File: src/include/pdw_pkg.sv
// pdw_pkg: shared constants and types for the power-down / watchdog block.
// assumes a 100 MHz pclk and a 32-bit APB register port.
package pdw_pkg;

  // register byte addresses
  localparam logic [11:0] PDW_ADDR_WDT_CTRL   = 12'h000;
  localparam logic [11:0] PDW_ADDR_RST_FLAGS  = 12'h004;
  localparam logic [11:0] PDW_ADDR_CLK_CTRL   = 12'h008;
  localparam logic [11:0] PDW_ADDR_WAKE_EN    = 12'h00c;
  localparam logic [11:0] PDW_ADDR_STATUS     = 12'h010;

  // reset value and watchdog keys
  localparam logic [7:0]  PDW_WDT_CTRL_RST    = 8'h52;
  localparam logic [4:0]  PDW_KEY_DISABLE     = 5'h15;
  localparam logic [4:0]  PDW_KEY_ENABLE      = 5'h0a;

  // field positions
  localparam int          PDW_KEY_LSB         = 3;
  localparam int          PDW_WRF_BIT         = 0;
  localparam int          PDW_KEEP_SLOW_BIT   = 0;
  localparam int          PDW_KEEP_FAST_BIT   = 1;

  localparam int          PDW_PORTA_W         = 8;
  localparam int          PDW_WDT_W           = 19;
  localparam int          PDW_SLOW_DIV        = 8;

  // soft reset delay: value in ns and derived pclk cycles
  localparam int          PDW_CLK_NS          = 10;
  localparam int          PDW_SRESET_NS       = 1000;
  localparam int          PDW_SRESET_CYC      = (PDW_SRESET_NS + PDW_CLK_NS - 1) / PDW_CLK_NS;
  localparam logic [7:0]  PDW_SRESET_CNT      = 8'(PDW_SRESET_CYC);

  typedef enum logic [2:0] {
    PDW_RUN, PDW_SLEEP, PDW_IDLE_SLOW, PDW_IDLE_BOTH, PDW_IDLE_FAST
  } pdw_mode_t;

  // timeout exponent for each period code
  function automatic logic [4:0] pdw_period_exp(input logic [2:0] sel);
    unique case (sel)
      3'h0: pdw_period_exp = 5'h08;
      3'h1: pdw_period_exp = 5'h0a;
      3'h2: pdw_period_exp = 5'h0c;
      3'h3: pdw_period_exp = 5'h0e;
      3'h4: pdw_period_exp = 5'h0f;
      3'h5: pdw_period_exp = 5'h10;
      3'h6: pdw_period_exp = 5'h11;
      3'h7: pdw_period_exp = 5'h12;
    endcase
  endfunction

endpackage

File: src/core/pdw_tick_div.sv
// pdw_tick_div: divides slow oscillator enable pulses by a fixed ratio.
// assumes slow_tick is a one-cycle enable pulse on pclk.
`timescale 1ns/1ps
`default_nettype none
module pdw_tick_div (
  input  wire logic pclk,
  input  wire logic presetn,
  input  wire logic slow_tick,
  input  wire logic run,
  output logic      tick
);
  import pdw_pkg::*;

  typedef struct packed {
    logic [2:0] cnt;
  } pdw_div_t;

  pdw_div_t st_r, st_nxt;

  // wrap every eighth slow pulse
  always_comb begin
    st_nxt = st_r;
    if (run && slow_tick) begin
      st_nxt.cnt = st_r.cnt + 3'h1;
    end
  end

  assign tick = run && slow_tick && (st_r.cnt == 3'(PDW_SLOW_DIV - 1));

  always_ff @(posedge pclk or negedge presetn) begin
    if (!presetn) begin
      st_r <= '0;
    end else begin
      st_r <= st_nxt;
    end
  end
endmodule
`default_nettype wire

File: src/core/pdw_edge_det.sv
// pdw_edge_det: falling-edge detection on port-a pins gated by wake enables.
// assumes port pins are synchronous to pclk.
`timescale 1ns/1ps
`default_nettype none
module pdw_edge_det (
  input  wire logic       pclk,
  input  wire logic       presetn,
  input  wire logic [7:0] pins,
  input  wire logic [7:0] enable,
  output logic            wake
);
  import pdw_pkg::*;

  typedef struct packed {
    logic [7:0] prev;
  } pdw_edge_t;

  pdw_edge_t st_r, st_nxt;
  logic [7:0] fall;

  // one detector per pin
  genvar g;
  generate
    for (g = 0; g < PDW_PORTA_W; g++) begin : g_pin
      assign fall[g] = st_r.prev[g] && !pins[g] && enable[g];
    end
  endgenerate

  always_comb begin
    st_nxt      = st_r;
    st_nxt.prev = pins;
  end

  assign wake = |fall;

  // idle pins sit high, so reset to ones avoids a false edge
  always_ff @(posedge pclk or negedge presetn) begin
    if (!presetn) begin
      st_r <= '1;
    end else begin
      st_r <= st_nxt;
    end
  end
endmodule
`default_nettype wire

File: src/core/pdw_core.sv
// pdw_core: power-down controller and watchdog with an apb register port.
// assumes the cpu pulses halt/clr instructions and the slow oscillator as enables.
//
// Contract
// deepest sleep stops system clock, holds at halt, state preserved.
// fast keep 0, slow keep 1: fast clock off, slow on.
// both keep bits 1: both clocks run, program stopped.
// fast keep 1, slow keep 0: fast on, slow off.
// halt sets power-down flag and clears timeout flag.
// halt clears watchdog counter; it counts on only if enabled.
// wake on port-a fall, external reset, interrupt or watchdog overflow.
// external reset wake does a full reset.
// power-down flag clears only on power-up or watchdog clear.
// overflow in standby sets timeout, resets only pc and stack.
// per-pin wake enable; enabled falling edge wakes after halt.
// disabled or stack-full interrupt wakes after halt, stays pending.
// enabled interrupt with stack room takes normal interrupt entry.
// interrupt already pending at halt cannot wake the device.
// watchdog tick is the slow crystal divided by eight.
// period code selects two to the 8..18 ticks.
// key 10101 disables, 01010 enables, other values reset.
// illegal key resets after fixed delay and sets soft-reset flag.
// soft-reset flag at bit 0 set by hardware, cleared by writing zero.
// both keep bits 0: everything off except the watchdog.
// timeout in run mode resets the device and sets timeout flag.
// software restarts the watchdog only with the clear instruction.
// keep bits sampled at halt alone choose the standby state.
// port-a wake edges detected on the running clock.
//
// Implementation choices: the register addresses and register access over APB.
`timescale 1ns/1ps
`default_nettype none
module pdw_core (
  input  wire logic                       pclk,
  input  wire logic                       presetn,
  input  wire logic                       psel,
  input  wire logic                       penable,
  input  wire logic                       pwrite,
  input  wire logic [11:0]                paddr,
  input  wire logic [31:0]                pwdata,
  input  wire logic [3:0]                 pstrb,
  output logic                            pready,
  output logic [31:0]                     prdata,
  output logic                            pslverr,
  input  wire logic                       halt_exec,
  input  wire logic                       wdt_clear_exec,
  input  wire logic                       slow_osc_tick,
  input  wire logic                       ext_reset_req,
  input  wire logic [pdw_pkg::PDW_PORTA_W-1:0] porta_pins,
  input  wire logic                       irq_req,
  input  wire logic                       irq_enabled,
  input  wire logic                       stack_full,
  output logic                            sys_clk_en,
  output logic                            fast_clk_en,
  output logic                            slow_clk_en,
  output logic                            cpu_halted,
  output logic                            resume_next,
  output logic                            irq_entry,
  output logic                            pc_sp_reset,
  output logic                            device_reset
);
  import pdw_pkg::*;

  typedef struct packed {
    pdw_mode_t                mode;
    logic [7:0]               wdt_ctrl;
    logic [1:0]               keep;
    logic [PDW_PORTA_W-1:0]   wake_en;
    logic                     powerdown_flag;
    logic                     wdt_expiry_flag;
    logic                     wdt_ctrl_soft_reset_flag;
    logic [PDW_WDT_W-1:0]     wdt_cnt;
    logic                     irq_armed;
    logic                     sreset_busy;
    logic [7:0]               sreset_cnt;
    logic [31:0]              rdata;
    logic                     resume;
    logic                     irq_go;
    logic                     pcsp;
    logic                     dev_rst;
  } pdw_state_t;

  pdw_state_t st_r, st_nxt;
  logic       wdt_tick;
  logic       porta_wake;
  logic       wr_acc;
  logic       rd_acc;
  logic [4:0] key;
  logic       wdt_on;
  logic       key_bad;
  logic       overflow;
  logic       standby;
  logic       irq_wake;
  logic       wake;

  // decode an apb register address to a hit
  function automatic logic hit(input logic [11:0] a, input logic [11:0] b);
    hit = (a == b);
  endfunction

  assign key      = st_r.wdt_ctrl[PDW_KEY_LSB +: 5];
  assign wdt_on   = (key == PDW_KEY_ENABLE);
  assign key_bad  = !wdt_on && (key != PDW_KEY_DISABLE);
  assign overflow = wdt_on && st_r.wdt_cnt[pdw_period_exp(st_r.wdt_ctrl[2:0])];
  assign standby  = (st_r.mode != PDW_RUN);
  assign wr_acc   = psel && penable && pwrite;
  assign rd_acc   = psel && !penable && !pwrite;
  // a request latched before halt is disarmed and cannot wake
  assign irq_wake = irq_req && st_r.irq_armed;
  assign wake     = standby && (porta_wake || irq_wake || overflow);

  // watchdog ticks follow the slow crystal; the divider halts only in idle-fast while the watchdog is disabled
  pdw_tick_div u_div (
    .pclk      (pclk),
    .presetn   (presetn),
    .slow_tick (slow_osc_tick),
    .run       (st_r.mode != PDW_IDLE_FAST || wdt_on),
    .tick      (wdt_tick)
  );

  // edge detection runs on pclk, which stays alive for this block in every mode
  pdw_edge_det u_edge (
    .pclk    (pclk),
    .presetn (presetn),
    .pins    (porta_pins),
    .enable  (st_r.wake_en),
    .wake    (porta_wake)
  );

  // next-state logic: modes, flags, watchdog and register writes
  always_comb begin
    st_nxt         = st_r;
    st_nxt.resume  = 1'b0;
    st_nxt.irq_go  = 1'b0;
    st_nxt.pcsp    = 1'b0;
    st_nxt.dev_rst = 1'b0;
    if (!irq_req) begin
      st_nxt.irq_armed = 1'b1;
    end
    // watchdog counting; counter stays cleared while disabled
    if (!wdt_on) begin
      st_nxt.wdt_cnt = '0;
    end else if (wdt_tick) begin
      st_nxt.wdt_cnt = st_r.wdt_cnt + 19'h1;
    end
    if (wdt_clear_exec) begin
      st_nxt.wdt_cnt        = '0;
      st_nxt.powerdown_flag = 1'b0;
    end
    if (overflow) begin
      st_nxt.wdt_cnt         = '0;
      st_nxt.wdt_expiry_flag = 1'b1;
      if (standby) begin
        st_nxt.pcsp = 1'b1;
      end else begin
        st_nxt.dev_rst = 1'b1;
      end
    end
    // halt: mode picked only from the keep bits sampled now
    if (!standby && halt_exec) begin
      unique case (st_r.keep)
        2'b00:   st_nxt.mode = PDW_SLEEP;
        2'b01:   st_nxt.mode = PDW_IDLE_SLOW;
        2'b11:   st_nxt.mode = PDW_IDLE_BOTH;
        2'b10:   st_nxt.mode = PDW_IDLE_FAST;
      endcase
      st_nxt.powerdown_flag  = 1'b1;
      st_nxt.wdt_expiry_flag = 1'b0;
      st_nxt.wdt_cnt         = '0;
      st_nxt.irq_armed       = !irq_req;
    end
    if (wake) begin
      st_nxt.mode = PDW_RUN;
      if (irq_wake && !porta_wake && !overflow && irq_enabled && !stack_full) begin
        st_nxt.irq_go = 1'b1;
      end else if (!overflow) begin
        st_nxt.resume = 1'b1;
      end
    end
    // illegal key: count the fixed delay, then reset and flag
    if (key_bad && !st_r.sreset_busy) begin
      st_nxt.sreset_busy = 1'b1;
      st_nxt.sreset_cnt  = PDW_SRESET_CNT;
    end else if (st_r.sreset_busy) begin
      if (st_r.sreset_cnt == 8'h01) begin
        st_nxt.sreset_busy = 1'b0;
        st_nxt.dev_rst     = 1'b1;
        st_nxt.wdt_ctrl_soft_reset_flag         = 1'b1;
        st_nxt.wdt_ctrl    = PDW_WDT_CTRL_RST;
        st_nxt.mode        = PDW_RUN;
      end else begin
        st_nxt.sreset_cnt = st_r.sreset_cnt - 8'h01;
      end
    end
    // apb writes; the soft-reset flag only accepts a zero, and a set the same cycle wins only while the flag is clear
    if (wr_acc && pstrb[0]) begin
      if (hit(paddr, PDW_ADDR_WDT_CTRL)) begin
        st_nxt.wdt_ctrl = pwdata[7:0];
      end
      if (hit(paddr, PDW_ADDR_RST_FLAGS) && !pwdata[PDW_WRF_BIT] && st_nxt.wdt_ctrl_soft_reset_flag == st_r.wdt_ctrl_soft_reset_flag) begin
        st_nxt.wdt_ctrl_soft_reset_flag = 1'b0;
      end
      if (hit(paddr, PDW_ADDR_CLK_CTRL)) begin
        st_nxt.keep = pwdata[1:0];
      end
      if (hit(paddr, PDW_ADDR_WAKE_EN)) begin
        st_nxt.wake_en = pwdata[PDW_PORTA_W-1:0];
      end
    end
    // external reset: resets mode, watchdog control, count, timeout flag and key delay; keeps keep bits, wake enables, power-down and soft-reset flags
    if (ext_reset_req) begin
      st_nxt.mode            = PDW_RUN;
      st_nxt.wdt_ctrl        = PDW_WDT_CTRL_RST;
      st_nxt.wdt_cnt         = '0;
      st_nxt.wdt_expiry_flag = 1'b0;
      st_nxt.sreset_busy     = 1'b0;
      st_nxt.dev_rst         = 1'b1;
    end
    // read data registered in the setup phase
    if (rd_acc) begin
      unique case (paddr)
        PDW_ADDR_WDT_CTRL:  st_nxt.rdata = {24'h0, st_r.wdt_ctrl};
        PDW_ADDR_RST_FLAGS: st_nxt.rdata = {31'h0, st_r.wdt_ctrl_soft_reset_flag};
        PDW_ADDR_CLK_CTRL:  st_nxt.rdata = {30'h0, st_r.keep};
        PDW_ADDR_WAKE_EN:   st_nxt.rdata = {24'h0, st_r.wake_en};
        PDW_ADDR_STATUS:    st_nxt.rdata = {26'h0, st_r.mode, st_r.wdt_expiry_flag, st_r.powerdown_flag, wdt_on};
        default:            st_nxt.rdata = 32'h0;
      endcase
    end
  end

  // state register; status word is mode, timeout flag, power-down flag, watchdog enabled
  always_ff @(posedge pclk or negedge presetn) begin
    if (!presetn) begin
      st_r          <= '0;
      st_r.mode     <= PDW_RUN;
      st_r.wdt_ctrl <= PDW_WDT_CTRL_RST;
      st_r.irq_armed <= 1'b1;
    end else begin
      st_r <= st_nxt;
    end
  end

  assign pready       = 1'b1;
  assign pslverr      = 1'b0;
  assign prdata       = st_r.rdata;
  assign sys_clk_en   = !standby;
  assign fast_clk_en  = (st_r.mode == PDW_RUN) || (st_r.mode == PDW_IDLE_BOTH) || (st_r.mode == PDW_IDLE_FAST);
  assign slow_clk_en  = (st_r.mode == PDW_RUN) || (st_r.mode == PDW_IDLE_BOTH) || (st_r.mode == PDW_IDLE_SLOW);
  assign cpu_halted   = standby;
  assign resume_next  = st_r.resume;
  assign irq_entry    = st_r.irq_go;
  assign pc_sp_reset  = st_r.pcsp;
  assign device_reset = st_r.dev_rst;

  // halt moves into a standby mode on the next edge with flags updated
  halt_entry_a: assert property (@(posedge pclk) disable iff (!presetn)
    (!standby && halt_exec && !ext_reset_req && !(st_r.sreset_busy && st_r.sreset_cnt == 8'h01))
    |=> (st_r.mode != PDW_RUN) && st_r.powerdown_flag && !st_r.wdt_expiry_flag)
    else $error("halt did not enter standby with flags");

  keep_sleep_a: assert property (@(posedge pclk) disable iff (!presetn)
    (!standby && halt_exec && st_r.keep == 2'b00 && !ext_reset_req && !key_bad && !st_r.sreset_busy)
    |=> !fast_clk_en && !slow_clk_en && !sys_clk_en)
    else $error("sleep left a clock running");

  // slow-only idle: the fast clock stops
  keep_slow_a: assert property (@(posedge pclk) disable iff (!presetn)
    (!standby && halt_exec && st_r.keep == 2'b01 && !ext_reset_req && !st_r.sreset_busy)
    |=> !fast_clk_en && slow_clk_en && cpu_halted)
    else $error("slow-only idle entered wrongly");

  // both-clock idle: only the cpu stops
  keep_both_a: assert property (@(posedge pclk) disable iff (!presetn)
    (!standby && halt_exec && st_r.keep == 2'b11 && !ext_reset_req && !st_r.sreset_busy)
    |=> fast_clk_en && slow_clk_en && cpu_halted)
    else $error("both-clock idle entered wrongly");

  // fast-only idle: the slow clock stops
  keep_fast_a: assert property (@(posedge pclk) disable iff (!presetn)
    (!standby && halt_exec && st_r.keep == 2'b10 && !ext_reset_req && !st_r.sreset_busy)
    |=> fast_clk_en && !slow_clk_en && cpu_halted)
    else $error("fast-only idle entered wrongly");

  // halt restarts the count from zero
  halt_clear_a: assert property (@(posedge pclk) disable iff (!presetn)
    (!standby && halt_exec) |=> st_r.wdt_cnt == '0)
    else $error("halt left the watchdog count");

  // a disabled watchdog stays parked at zero
  wdt_stop_a: assert property (@(posedge pclk) disable iff (!presetn)
    !wdt_on |=> st_r.wdt_cnt == '0)
    else $error("disabled watchdog kept counting");

  // a tick takes eight slow pulses, so seven quiet cycles follow it
  div_ratio_a: assert property (@(posedge pclk) disable iff (!presetn)
    wdt_tick |=> !wdt_tick [*7])
    else $error("watchdog tick faster than the divider");

  pd_hold_a: assert property (@(posedge pclk) disable iff (!presetn)
    $fell(st_r.powerdown_flag) |-> $past(wdt_clear_exec))
    else $error("power-down flag cleared without clear instruction");

  wrf_hold_a: assert property (@(posedge pclk) disable iff (!presetn)
    $fell(st_r.wdt_ctrl_soft_reset_flag) |-> $past(wr_acc) && $past(paddr) == PDW_ADDR_RST_FLAGS)
    else $error("soft-reset flag cleared by hardware");

  run_timeout_a: assert property (@(posedge pclk) disable iff (!presetn)
    (overflow && !standby && !ext_reset_req) |=> device_reset && st_r.wdt_expiry_flag)
    else $error("run-mode timeout did not reset");

  sleep_timeout_a: assert property (@(posedge pclk) disable iff (!presetn)
    (overflow && standby && !ext_reset_req) |=> pc_sp_reset && !device_reset ##1 !pc_sp_reset)
    else $error("standby timeout not a pc/sp reset");

  bad_key_a: assert property (@(posedge pclk) disable iff (!presetn)
    (key_bad && !st_r.sreset_busy && !ext_reset_req) |=> st_r.sreset_busy ##[1:120] st_r.wdt_ctrl_soft_reset_flag)
    else $error("illegal key did not set soft-reset flag");

  stale_irq_a: assert property (@(posedge pclk) disable iff (!presetn)
    (!standby && halt_exec && irq_req) |=> !st_r.irq_armed)
    else $error("stale interrupt still able to wake");

  // external reset wakes with a full reset pulse
  ext_wake_a: assert property (@(posedge pclk) disable iff (!presetn)
    (standby && ext_reset_req) |=> !cpu_halted && device_reset)
    else $error("external reset did not wake with a reset");

  // pin wake resumes after the halt
  pin_wake_a: assert property (@(posedge pclk) disable iff (!presetn)
    (standby && porta_wake && !overflow) |=> !cpu_halted && resume_next && !irq_entry)
    else $error("port-a wake did not resume after halt");

  // a serviceable interrupt takes the entry sequence
  irq_take_a: assert property (@(posedge pclk) disable iff (!presetn)
    (standby && irq_wake && !porta_wake && !overflow && irq_enabled && !stack_full)
    |=> irq_entry && !resume_next && !cpu_halted)
    else $error("interrupt wake skipped interrupt entry");

  // a blocked interrupt only resumes, leaving it pending
  irq_resume_a: assert property (@(posedge pclk) disable iff (!presetn)
    (standby && irq_wake && !porta_wake && !overflow && (!irq_enabled || stack_full))
    |=> resume_next && !irq_entry && !cpu_halted)
    else $error("blocked interrupt wake did not resume");

endmodule
`default_nettype wire

File: config.mk
export PLATFORM = sky130hd
export DESIGN_NAME = pdw_core
export DESIGN_NICKNAME = d
export VERILOG_FILES = /design/src/include/pdw_pkg.sv /design/src/core/pdw_tick_div.sv /design/src/core/pdw_edge_det.sv /design/src/core/pdw_core.sv
export SDC_FILE = /design/constraint.sdc
export NUM_CORES = 1
export LEC_CHECK = 0
export ABC_AREA = 1
export CAP_MARGIN = 15
export CORE_ASPECT_RATIO = 1.2
export CORE_MARGIN = 3
export CORE_UTILIZATION = 58
export CTS_CLUSTER_SIZE = 25
export DETAILED_ROUTE_END_ITERATION = 16
export DONT_BUFFER_PORTS = 1
export GPL_TIMING_DRIVEN = 0
export HOLD_SLACK_MARGIN = 0.02
export PLACE_DENSITY = 0.8
export SLEW_MARGIN = 30
export SYNTH_ARGS = -nofsm -noshare
export SYNTH_HDL_FRONTEND = slang
export SYNTH_SLANG_ARGS = --single-unit
File: constraint.sdc
create_clock -name pclk -period 1.65 [get_ports pclk]
set_input_delay 0 -clock pclk [delete_from_list [all_inputs] [get_ports pclk]]
set_output_delay 0 -clock pclk [all_outputs]
set_load 0.005 [all_outputs]
# ---- Yosys cells after proc, flatten, opt, wreduce, memory -nomap -nowiden
# Memories as Yosys holds them, arrays and structs flattened.
# Cells that the tools add are included.
dict set report op_classes {
  addsub 3
  n_lt_le_gt_ge 1
  eq_ne 19
  mux 46
  reduce_logical 70
}
# operator n
set ops {}
lappend ops {{$mux 19} 5}
lappend ops {{$mux 11} 4}
lappend ops {{$pmux 8 s5} 1}
lappend ops {{$logic_and 1x1->1} 35}
lappend ops {{$eq 12x4->1 const B} 2}
lappend ops {{$mux 8} 3}
lappend ops {{$mux 1} 21}
lappend ops {{$mux 20} 1}
lappend ops {{$add 19x1->19 const B} 1}
lappend ops {{$logic_not 1->1} 18}
lappend ops {{$mux 18} 1}
lappend ops {{$mux 9} 2}
lappend ops {{$eq 12x3->1 const B} 1}
lappend ops {{$eq 12x5->1 const B} 1}
lappend ops {{$logic_not 12->1} 1}
lappend ops {{$pmux 3 s4} 1}
lappend ops {{$eq 8x1->1 const B} 1}
lappend ops {{$mux 2} 4}
lappend ops {{$reduce_or 8->1} 1}
lappend ops {{$sub 8x1->8 const B} 1}
lappend ops {{$eq 3x2->1 const B} 2}
lappend ops {{$eq 3x3->1 const B} 2}
lappend ops {{$logic_or 1x1->1} 6}
lappend ops {{$lt 5x6->1 const B} 1}
lappend ops {{other kinds (17)} 23}
dict set report totals {
  reg_bits 100
  romBits 40
  inputBits 68
  output_inout_bits 42
  elab_cells 158
  n_memories 1
}
# name depth width read_ports rd_clocked_by_memory_dff wr line
set mem_list {}
lappend mem_list {{(no name shown)} 8 5 1 0 0 pdw_pkg.sv:39} ;# unique case (sel)

# ---- Longest topological paths before layout
dict set report depth {
  depth_word 14
  depth_mapped 16
  depth_no_buf 15
}

# ---- By module
# From an unflattened synthesis, not the netlist that was laid out.
dict set report unflattened {
  cells_unflattened 552
  area_unflattened_um2 4523.1
}
# module n_inst cells_each area_per_inst_um2
set modules_own_cells {}
lappend modules_own_cells {pdw_core 1 504 4047.6}
lappend modules_own_cells {pdw_edge_det 1 30 320.3}
lappend modules_own_cells {pdw_tick_div 1 18 155.1}

# ---- Worst setup path after synthesis
# No wires, ideal clock.
dict set report synth_timing {
  path_kind {register to register}
  startpoint {register st_r[78] in the netlist's numbering}
  endpoint {register st_r[88] in the netlist's numbering}
  t_arrival_ns 1.721
  t_required_ns 1.529
  setup_slack_ns -0.192
  path_stages_with_launch 14
  n_path_buf 1
  synth_period_minus_slack_ns 1.842
  path_cell_list {dfrtp_1 buf_4 inv_2 ha_1 nand2_1 o21ai_2 o31ai_1 nand2_1 nand2_1 nand2_4 nor2_4 nand2_1 nand2_1 nor2_1}
}
# element line
set synth_rtl {}
lappend synth_rtl {{from (decl)} pdw_core.sv:83} ;# pdw_state_t st_r, st_nxt;
lappend synth_rtl {{from (signal assigned)} pdw_core.sv:240} ;# st_r <= st_nxt;

==> impl_metrics.yaml <==
die:
  fp-row-count: 34
  die_area_um2: 8802
  ios: 110
  start_util_pct: 60.74
  dieHeight_um: 102.2
  dieWidth_um: 86.15
  coreArea_um2: 7360
critical_path:
  cp.required_ps: 1910
  r2r_slack_ps: -350
  cp_data_arrival_time_ps: 2260
  slowest_delay_ps: 570
  cp-start-kind: "register"
  crit_type: "register to register"
  crit_path_end_kind: "register"
  crit_start: "st_r[79]"
  cp-endpoint: "st_r[86]"
  worstPathMaxFanout: 6
  crit_path_top_delay_cell: "dfstp_2"
  rr_startpoint: "st_r[79]"
  crit_path_cell_trace: "inv_4 -> ha_4 -> nand2_4 -> o21ai_4 -> nand3_2 -> nand3b_1 -> nand3_2 -> nand2_4 -> nand2_8 -> nor2_4 -> nand2_2 -> nand2_2 -> nor2_1"
  r2r_end: "st_r[86]"
  rr_worst_depth: 13
sta:
  finalSetupTns_ps: -8063
  fin_skew_ps: 12.45
  finalSetupViolCount: 29
  finalMaxSlewViolations: 0
  hold_ws_ps: -683.6
  min_period_over_period_pct: 121.2
  fmax_mhz: 500.1
  final.min_clock_period_ps: 1999
  final-hold-violation-count: 78
  rsz0062_at_grt: "yes"
  fin_ws_ps: -349.4
yosys:
  syn_area_um2: 4471
  yosysTopAreaCell: "dfrtp_1"
  synth-xor-area-share_pct: 2.547
  synth_top_family_by_area: "simple AND/OR/NAND/NOR gates"
  ys_seq_elements: 76
  yosys_warnings: 0
  synth-simple-area-share_pct: 27.54
  synth.area.top_cells: "dfrtp_1, nand2_1, dfstp_2"
  netlist.area_leader.share_pct: 35.82
  synth_mux_area_share_pct: 1.259
  syn_inst: 553
  synth-compound-area-share_pct: 9.124
  avgSynthCellArea_um2: 8.084
  synth_fa_ha_area_share_pct: 2.799
  ys_types: 45
  seq_area_frac_synth_pct: 42.88
detailed_routing:
  drt_iter0_drc: 207
  routed_wl_mm: 11.33
  drc: 0
  firstDrtPassIters: 5
  wl_per_cell_um: 15.62
  drtAntennaViolNets: 0
  vias_per_cell: 5.436
  vias: 3941
cts:
  clkSinkCount: 76
  cts_max_path_buffers: 2
  insertion_delay_ps: 370
  clk_pin_slew_ps: 90
  htreeDepth: 3
  cts_buffers: 9
  cts_tree: "yes"
  cts-root-buf: "clkbuf_8"
cells_and_area:
  diodes: 0
  area_delta_synth_final_pct: 24.29
  nFillCells: 530
  stdcell_count: 725
  drive_gt1_share_pct: 26.93
  layout.nets: 708
grt:
  grt_pass1_vias: 3716
  grt_max_degree: 77
  grt_first_pass_wirelength_mm: 17.61
  grtUsageTotal_pct: 25.93
  antenna_found_initial: 0
  grt_overflow: 0
pwr:
  p_leak_nw: 2.595
  peakVddDrop_uv: 717.5
  p_per_area_nw_per_um2: 794.8
outcome:
  violations: "negative hold slack, negative setup slack"
  status: "finished, violations left"
place:
  portBuffers: 0
  gp_congestion: 0.8135
  dp_hpwl_mm: 7.528
  dp_cells: 667
run:
  maxCapViolCount: 0
min_path:
  worstHoldPathType: "input port to async pin"
==> stage by stage <==
| stage | worst slack (ps) | total power (W) | utilization, % | instance area (um^2) |
|---|---|---|---|---|
| after global placement | -355.6 | 0.002644 | 63.87 | 4701 |
| after detailed placement | -379.1 | 0.002675 | 63.87 | 4701 |
| after CTS | -256.7 | 0.004378 | 72.66 | 5348 |
| after floorplan | -174.6 | 0.002557 | - | 4588 |
| final | -349.4 | 0.004416 | 75.50 | 5557 |
| after global routing | -434.2 | 0.004627 | 75.50 | 5557 |
==> routing by layer <==
layer  track usage (%)  vias up  part of all wire (%)
li1                  -     1878                     -
met4             11.69        0                   3.8
met5                 0        -                     0
met2             47.77      144                    55
met3             5.645       45                   5.0
met1             28.33     1874                    36
==> cells by family after synthesis <==
kind of cell,after synthesis
compound gates,73
xor+xnor,13
fa+ha+maj,10
buf+inv,122
flops,76
mux,5
other cells,2
simple gates,252
==> critical path: cells and delay by family, from the launching register on <==
family | cells | cell delay [ps]
AOI/OAI and AO/OA | 1 | 100
adders and majority gates | 1 | 280
and+or+nand+nor | 10 | 890
buffers and inverters | 1 | 40
DFF | 1 | 570
==> registers in the layout, summed over array words and instances (netlist names) <==
signal        flops
pc_sp_reset       1
resume_next       1
irq_entry         1
u_edge.st_r       8
prdata            8
key               5
device_reset      1
st_r             48
u_div.st_r        3
==> worst min path at each step <==
stage                   end  depth (start not counted)  startpoint
2_1_floorplan  device_reset                          0     presetn
3_3_place_gp       st_r[57]                          0     presetn
3_5_place_dp      prdata[5]                          0     presetn
4_1_cts           prdata[4]                          0     presetn
5_1_grt           prdata[4]                          0     presetn
6_report          prdata[4]                          0     presetn
==> Yosys cell counts (all sizes together) <==
master	count
o211ai	5
inv	80
nor3	11
dfstp	12
ha	10
nor3b	1
clkbuf	1
conb	2
buf	39
nand4	12
o2111a	1
xnor2	4
o21a	1
dfrtp	64
nand2	121
clkinv	2
o21ai	39
o31ai	1
o32ai	1
mux2	5
nor2	65
nand3	36
a31oi	1
nand3b	6
o21bai	1
xor2	9
a21oi	17
o22ai	6
==> cell type report <==
| cell class | count | area (um^2) | area share (%) |
|---|---|---|---|
| multi-input cells | 379 | 2251 | 40.51 |
| flip-flops and latches | 76 | 1917 | 34.50 |
| repair buffers | 42 | 414.1 | 7.453 |
| inverters | 82 | 320.3 | 5.764 |
| plain buffers | 40 | 312.8 | 5.629 |
| clock buffers | 9 | 123.9 | 2.229 |
| well taps | 90 | 112.6 | 2.027 |
| clock inverters | 7 | 105.1 | 1.891 |
==> power by group <==
part | internal, W | switching (W) | total (W)
registers | 0.00200 | 0.0000823 | 0.00209
clock network | 0.000874 | 0.000765 | 0.00164
logic | 0.000301 | 0.000390 | 0.000692
==> repair_timing <==
| item | 4_1_cts | 5_1_grt |
|---|---|---|
| setup buffers | 5 | 5 |
| pin swaps | 5 | 14 |
| setup endpoints to repair | 31 | 47 |
| hold buffers | 31 | 1 |
| resized for setup | 18 | 44 |
| gates cloned | 0 | 1 |
| endpoints found under the hold margin | 140 | 96 |
==> cell usage in the layout (no fill, tap or decap), drive strengths merged, types with 2 or more instances in the layout <==
master       instances
nand2              121
inv                 83
nor2                65
dfrtp               64
buf                 50
o21ai               39
nand3               36
dlygate4sd3         31
conb                26
a21oi               17
dfstp               12
nand4               12
nor3                11
ha                  10
clkbuf              10
xor2                 9
nand3b               6
o22ai                6
o211ai               5
mux2                 5
xnor2                4
clkinv               3
bufinv               2
Power figures use the tool's default switching activity.
